### src/srg_pkg.sv
// shared constants and types of the supply reset generator
package srg_pkg;

    localparam int CLK_MHZ = 25;

    // reset hold options, typical figures in microseconds
    localparam int HOLD_OPT0_US = 1400;
    localparam int HOLD_OPT1_US = 30000;
    localparam int HOLD_OPT2_US = 200000;
    localparam int HOLD_OPT3_US = 1600000;
    localparam int HOLD_OPT0_CYC = HOLD_OPT0_US * CLK_MHZ;
    localparam int HOLD_OPT1_CYC = HOLD_OPT1_US * CLK_MHZ;
    localparam int HOLD_OPT2_CYC = HOLD_OPT2_US * CLK_MHZ;
    localparam int HOLD_OPT3_CYC = HOLD_OPT3_US * CLK_MHZ;
    localparam int HOLD_SEL_RST = 2;
    localparam int HOLD_W = 26;

    // manual reset input: glitch floor and request delay, in ns
    localparam int CLK_NS = 1000 / CLK_MHZ;
    localparam int GLITCH_NS = 100;
    localparam int GLITCH_CYC = (GLITCH_NS + CLK_NS - 1) / CLK_NS;
    localparam int MANUAL_DELAY_NS = 1000;
    localparam int MANUAL_DELAY_CYC = (MANUAL_DELAY_NS + CLK_NS - 1) / CLK_NS;

    // undervoltage persistence, shallow and deep excursions, in ns
    localparam int UV_SHALLOW_NS = 10000;
    localparam int UV_DEEP_NS = 1000;
    localparam int UV_SHALLOW_CYC = (UV_SHALLOW_NS + CLK_NS - 1) / CLK_NS;
    localparam int UV_DEEP_CYC = (UV_DEEP_NS + CLK_NS - 1) / CLK_NS;
    localparam int CNT_W = 10;

    // reset values
    localparam logic UV_RST = 1'b1;
    localparam logic MR_PIN_RST = 1'b1;
    localparam logic CMP_RST = 1'b0;

    typedef enum logic [1:0] {ST_ACTIVE, ST_HOLD, ST_RELEASED} srg_state_t;

    typedef struct packed {
        logic od_low;      // open-drain data, always low
        logic od_oe;       // drives the active-low line low
        logic pullup_en;   // internal pull-up connected
        logic rst_hi;      // push-pull active-high reset
        logic rst_lo_n;    // push-pull active-low reset
    } srg_outputs_t;

endpackage

### src/srg_top.sv
// supply reset generator: undervoltage, manual and watchdog reset with delay hold
`timescale 1ns/100ps

// ==========================================================
// pin synchroniser, three stages, change taken when 2 and 3 agree
module srg_sync #(
    parameter logic RST_VAL = 1'b0
) (
    input  wire logic clk_sys,
    input  wire logic rst,
    input  wire logic pin,
    output logic      level
);
    logic [2:0] stg_q;
    logic [2:0] stg_d;
    logic       lvl_q;
    logic       lvl_d;

    assign level = lvl_q;

    always_comb
    begin
        stg_d = {stg_q[1:0], pin};
        lvl_d = (stg_q[1] == stg_q[2]) ? stg_q[2] : lvl_q;
    end

    always_ff @(posedge clk_sys)
    begin
        if (rst)
        begin
            stg_q <= {3{RST_VAL}};
            lvl_q <= RST_VAL;
        end
        else
        begin
            stg_q <= stg_d;
            lvl_q <= lvl_d;
        end
    end
endmodule

// ==========================================================
module srg_top
    import srg_pkg::*;
#(
    parameter int HOLD_SEL = HOLD_SEL_RST,
    parameter int HOLD0_CYC = HOLD_OPT0_CYC,
    parameter int HOLD1_CYC = HOLD_OPT1_CYC,
    parameter int HOLD2_CYC = HOLD_OPT2_CYC,
    parameter int HOLD3_CYC = HOLD_OPT3_CYC
) (
    input  wire logic          clk_sys,
    input  wire logic          rst,
    input  wire logic          supply_below_trip,
    input  wire logic          supply_above_release,
    input  wire logic          supply_deep_under,
    input  wire logic          manual_reset_n,
    input  wire logic          watchdog_timeout_req,
    output srg_pkg::srg_outputs_t reset_out
);
    import srg_pkg::*;

    logic below_s;
    logic above_s;
    logic deep_s;
    logic mr_s;

    srg_sync #(.RST_VAL(CMP_RST)) u_sync_below (
        .clk_sys (clk_sys),
        .rst     (rst),
        .pin     (supply_below_trip),
        .level   (below_s)
    );
    srg_sync #(.RST_VAL(CMP_RST)) u_sync_above (
        .clk_sys (clk_sys),
        .rst     (rst),
        .pin     (supply_above_release),
        .level   (above_s)
    );
    srg_sync #(.RST_VAL(CMP_RST)) u_sync_deep (
        .clk_sys (clk_sys),
        .rst     (rst),
        .pin     (supply_deep_under),
        .level   (deep_s)
    );
    srg_sync #(.RST_VAL(MR_PIN_RST)) u_sync_mr (
        .clk_sys (clk_sys),
        .rst     (rst),
        .pin     (manual_reset_n),
        .level   (mr_s)
    );

    // ==========================================================
    // hold option selection, fixed at build time
    logic [HOLD_W-1:0] hold_cyc;

    always_comb
    begin
        case (HOLD_SEL)
            0:       hold_cyc = HOLD_W'(HOLD0_CYC);
            1:       hold_cyc = HOLD_W'(HOLD1_CYC);
            3:       hold_cyc = HOLD_W'(HOLD3_CYC);
            default: hold_cyc = HOLD_W'(HOLD2_CYC);
        endcase
    end

    // ==========================================================
    // undervoltage detection with persistence and hysteresis
    localparam logic [CNT_W-1:0] UV_SHALLOW_LAST = CNT_W'(UV_SHALLOW_CYC - 1);
    localparam logic [CNT_W-1:0] UV_DEEP_LAST = CNT_W'(UV_DEEP_CYC - 1);

    logic [CNT_W-1:0] uv_cnt_q;
    logic [CNT_W-1:0] uv_cnt_d;
    logic             uv_q;
    logic             uv_d;
    logic             uv_hit;

    always_comb
    begin
        // deeper excursion needs a shorter persistence
        uv_hit = below_s && ((deep_s && uv_cnt_q >= UV_DEEP_LAST)
                 || uv_cnt_q >= UV_SHALLOW_LAST);
        uv_cnt_d = uv_cnt_q;
        if (!below_s)
            uv_cnt_d = '0;
        else if (!uv_hit)
            uv_cnt_d = uv_cnt_q + 1'b1;
        uv_d = uv_q;
        if (uv_hit)
            uv_d = 1'b1;
        else if (above_s)
            uv_d = 1'b0;
    end

    always_ff @(posedge clk_sys)
    begin
        if (rst)
        begin
            uv_cnt_q <= '0;
            uv_q     <= UV_RST;
        end
        else
        begin
            uv_cnt_q <= uv_cnt_d;
            uv_q     <= uv_d;
        end
    end

    // ==========================================================
    // manual reset: low must persist the request delay
    localparam logic [CNT_W-1:0] MR_LAST = CNT_W'(MANUAL_DELAY_CYC - 1);

    logic [CNT_W-1:0] mr_cnt_q;
    logic [CNT_W-1:0] mr_cnt_d;
    logic             mr_q;
    logic             mr_d;

    always_comb
    begin
        mr_cnt_d = '0;
        mr_d     = 1'b0;
        // a pulse shorter than the delay never reaches the count end
        if (!mr_s)
        begin
            mr_d     = mr_q || (mr_cnt_q == MR_LAST);
            mr_cnt_d = mr_d ? mr_cnt_q : mr_cnt_q + 1'b1;
        end
    end

    always_ff @(posedge clk_sys)
    begin
        if (rst)
        begin
            mr_cnt_q <= '0;
            mr_q     <= 1'b0;
        end
        else
        begin
            mr_cnt_q <= mr_cnt_d;
            mr_q     <= mr_d;
        end
    end

    // ==========================================================
    // reset sequencer with delay hold
    srg_state_t        state_q;
    srg_state_t        state_d;
    logic [HOLD_W-1:0] hold_cnt_q;
    logic [HOLD_W-1:0] hold_cnt_d;
    srg_outputs_t      out_q;
    srg_outputs_t      out_d;
    logic              src;
    logic              act_d;

    assign src = uv_q || mr_q || watchdog_timeout_req;
    assign reset_out = out_q;

    always_comb
    begin
        state_d    = state_q;
        hold_cnt_d = '0;
        case (state_q)
            ST_ACTIVE:
            begin
                if (!src)
                    state_d = ST_HOLD;
            end
            ST_HOLD:
            begin
                if (src)
                    state_d = ST_ACTIVE;
                else if (hold_cnt_q == hold_cyc - 1'b1)
                    state_d = ST_RELEASED;
                else
                    hold_cnt_d = hold_cnt_q + 1'b1;
            end
            ST_RELEASED:
            begin
                if (src)
                    state_d = ST_ACTIVE;
            end
            default: state_d = ST_ACTIVE;
        endcase
        // outputs follow the next state so they line up with state_q
        act_d           = (state_d != ST_RELEASED);
        out_d.od_low    = 1'b0;
        out_d.od_oe     = act_d;
        out_d.pullup_en = !act_d;
        out_d.rst_hi    = act_d;
        out_d.rst_lo_n  = !act_d;
    end

    always_ff @(posedge clk_sys)
    begin
        if (rst)
        begin
            state_q    <= ST_ACTIVE;
            hold_cnt_q <= '0;
            out_q      <= '{od_low: 1'b0, od_oe: 1'b1, pullup_en: 1'b0,
                            rst_hi: 1'b1, rst_lo_n: 1'b0};
        end
        else
        begin
            state_q    <= state_d;
            hold_cnt_q <= hold_cnt_d;
            out_q      <= out_d;
        end
    end
endmodule

### config.mk
export PLATFORM = sky130hd
export DESIGN_NAME = srg_top
export DESIGN_NICKNAME = d
export VERILOG_FILES = /design/src/srg_pkg.sv /design/src/srg_top.sv
export SDC_FILE = /design/constraint.sdc
export NUM_CORES = 1
export LEC_CHECK = 0
export ABC_AREA = 1
export BUFFER_PORTS_ARGS = -buffer_cell sky130_fd_sc_hd__buf_2
export CAP_MARGIN = 20
export CORE_MARGIN = 3
export CORE_UTILIZATION = 32
export DETAILED_ROUTE_END_ITERATION = 7
export PLACE_DENSITY_LB_ADDON = 0.3
export SETUP_SLACK_MARGIN = 0.5
export SLEW_MARGIN = 0
export SYNTH_ARGS = -nofsm -noshare
export SYNTH_HDL_FRONTEND = slang
export SYNTH_SLANG_ARGS = --single-unit
### constraint.sdc
create_clock -name clk_sys -period 2.57 [get_ports clk_sys]
set_input_delay 0.3855 -clock clk_sys [delete_from_list [all_inputs] [get_ports clk_sys]]
set_output_delay 0.3855 -clock clk_sys [all_outputs]
set_load 0.005 [all_outputs]
==> flow_summary_export.csv <==
group,metric,value,unit
outcome,status,"finished clean",
global_routing,grt_pass1_vias,2560,
pwr,p_leak,1.24,nW
global_routing,use_met3,0.0432,
cts,h-tree-depth,3,
sta,drv_slew,0,
yosys,yosys_warnings,0,
yosys,synth_edf_count,0,
finish,seq_area,0.00136,mm²
yosys,yosysTopAreaCellShare,0.412,
global_routing,use_met2,0.187,
global_routing,grt_overflow,0,
finish,design_area,0.00364,mm²
finish,fin_cells,621,
detailed_routing,drtPass1Iterations,4,
detailed_routing,wl,6.17,mm
sta,fmax,587,MHz
floorplanning,ios,12,
place,dp_hpwl,4.49,mm
place,port_buffers,10,
floorplanning,fp.coreArea,0.00991,mm²
setup_path,worst_setup_path_start_kind,"flip-flop",
yosys,avgSynthCellArea,6.99,µm²
cts,cts_setup_buffers,0,
place,globalplace.congestion,0.818,
detailed_routing,via_per_inst,4.42,
worst_hold_path,hold_path.class,"in2reg",
floorplanning,rows,36,
yosys,synth_top_area_cell,"dfxtp_1",
cts,cts_root_buf,"clkbuf_8",
finish,post-route-util,0.367,
floorplanning,fp.dieW,108,µm
setup_path,worst-setup-path-type,"reg2reg",
setup_path,cp_max_fo,26,
sta,grt_setup_unrepaired,"no",
finish,fillers,1066,
yosys,synth.area.top_cells,"dfxtp_1 (41%), nand2_1 (14%), nor2_1 (10%)",
setup_path,max_stage_delay,0.43,ns
run,drv_cap,0,
cts,cts_tree,"built",
sta,fin_crit_sh,0.663,
pwr,ir_drop,0.395,mV
place,place_inst,605,
finish,multi_input_area,0.00166,mm²
yosys,synth_cells,473,
yosys,ys_top_cells_by_count,"nand2_1 (123), nor2_1 (88), dfxtp_1 (68)",
finish,layout-drive-gt1-share,0.0984,
sta,setup-tns-final,0,ns
detailed_routing,drt_iter0_markers,91,
pwr,powerDensity,540,mW/mm²
yosys,ys_seq_area_frac,0.412,
yosys,synth_area,0.00331,mm²
yosys,synthArstFlopShare,0,
setup_path,cp.required,2.79,ns
yosys,ys.flop_type,"dfxtp_1",
floorplanning,die_h,108,µm
setup_path,path_delay_family,"simple AND/OR/NAND/NOR gates",
sta,skew,0.00846,ns
cts,numCtsBuffers,9,
detailed_routing,via_count,2747,
floorplanning,start_util,0.334,
global_routing,antenna_found_initial,0,
setup_path,worstPathCellList,"ha_1 -> nand2_2 -> nor2_8 -> inv_2 -> nor2_2 -> nand2_1 -> nand2_4 -> nor2_1",
finish,area_delta_synth_final,10.0,%
cts,clock_latency,0.34,ns
cts,max-clock-path-buffers,2,
global_routing,grt_max_degree,27,
yosys,syn-num-nets,487,
global_routing,grt_pass1_wl,10.9,mm
detailed_routing,drt_drc_violations_left,0,
sta,hold_violations,0,
global_routing,grt_use_total,0.116,
yosys,synth_cell_types,31,
cts,post_cts_resized,0,
cts,ctsHoldBuffers,0,
yosys,yosysMostFrequentCell,"nand2_1",
setup_path,critical_path_buf_inv_count,1,
global_routing,grt_busiest_layer,"met2",
setup_path,crit_arrival,1.92,ns
finish,diodes,0,
sta,finalCriticalPeriod,1.70,ns
cts,cts_sinks,68,
cts,clkTransAtPathRegs,0.08,ns
detailed_routing,ant_nets,0,
finish,nNetsFinal,497,
sta,setup_viol,0,
detailed_routing,wl_per_cell,9.94,µm
setup_path,critPathSlowestCell,"dfxtp_1",
yosys,ys_ff_latch,68,
floorplanning,design.die.area,0.0116,mm²
place,placed_area,0.00344,mm²
setup_path,cp-end-kind,"flip-flop",
global_routing,use_met1,0.143,
power by group:
group | internal (W) | switching (W)
Sequential | 0.00106 | 0.00000282
Clock | 0.000452 | 0.000431
Combinational | 0.00000732 | 0.0000100
Total | 0.00152 | 0.000444
area by class of cell:
class,instances,share of cell area
inverters,54,0.0557
clock buffers,9,0.0341
multi-input cells,340,0.455
clock inverters,7,0.0210
repair buffers,10,0.0138
flip-flops and latches,68,0.374
well taps,133,0.0458
cell families (layout without fill, tap and decap cells):
group           Yosys count  count (layout)  share of synthesized area
xor+xnor                 20              20                     0.0530
flops                    68              68                      0.412
compound gates           44              44                     0.0719
fa+ha+maj                 7               7                     0.0265
other cells               1               1                    0.00113
buf+inv                  65              80                     0.0871
simple gates            268             268                      0.349
worst paths after layout:
check / startpoint / end / slack [ns] / cells after the start
max: hold_cnt_q[0] / hold_cnt_q[16] / 0.87 / 8
min: manual_reset_n / u_sync_mr.stg_q[0] / 0.22 / 2
max reg2reg: hold_cnt_q[0] / hold_cnt_q[16] / 0.87 / 8
min reg2reg: u_sync_below.stg_q[0] / u_sync_below.stg_q[1] / 0.41 / 2
stage by stage:
step | total power, W | worst slack, ns | hold slack, ns
floorplan | 0.00110 | 1.10 | 0.388
finish | 0.00196 | 0.867 | 0.221
global placement | 0.00110 | 0.910 | 0.393
detailed placement | 0.00111 | 0.858 | 0.400
CTS | 0.00200 | 0.851 | 0.195
global route | 0.00204 | 0.663 | 0.222
routing by layer:
metal / wire (µm) / vias up
met3: 253 / 2
met1: 3060 / 1232
li1: - / 1479
met4: 31 / 0
met5: 0 / -
met2: 2830 / 34
worst register-to-register path: stages, from the launching register on:
cell     delay (ns)
dfxtp_1        0.43
ha_1           0.26
nand2_2        0.12
nor2_8         0.15
inv_2          0.06
nor2_2         0.12
nand2_1        0.09
nand2_4        0.26
nor2_1         0.10
state kept, by name, indices dropped and copies added, names as in the netlist, 2 cells and up:
name / cells
u_sync_mr.stg_q: 3
hold_cnt_q: 26
reset_out: 2
mr_cnt_q: 10
u_sync_above.stg_q: 3
u_sync_below.stg_q: 3
u_sync_deep.stg_q: 3
state_q: 2
uv_cnt_q: 10
placed cells by master (no fill, tap or decap), types with 4 or more instances in the layout:
cell type / instances
nor2_1: 88
nand2_1: 123
o21ai_0: 4
nand2_2: 6
nand3b_1: 7
xor2_1: 15
a21oi_1: 35
buf_2: 10
inv_1: 51
clkbuf_8: 9
ha_1: 7
dfxtp_1: 68
nand3_1: 25
nor3_1: 5
xnor2_1: 5
Power figures use the tool's default switching activity.
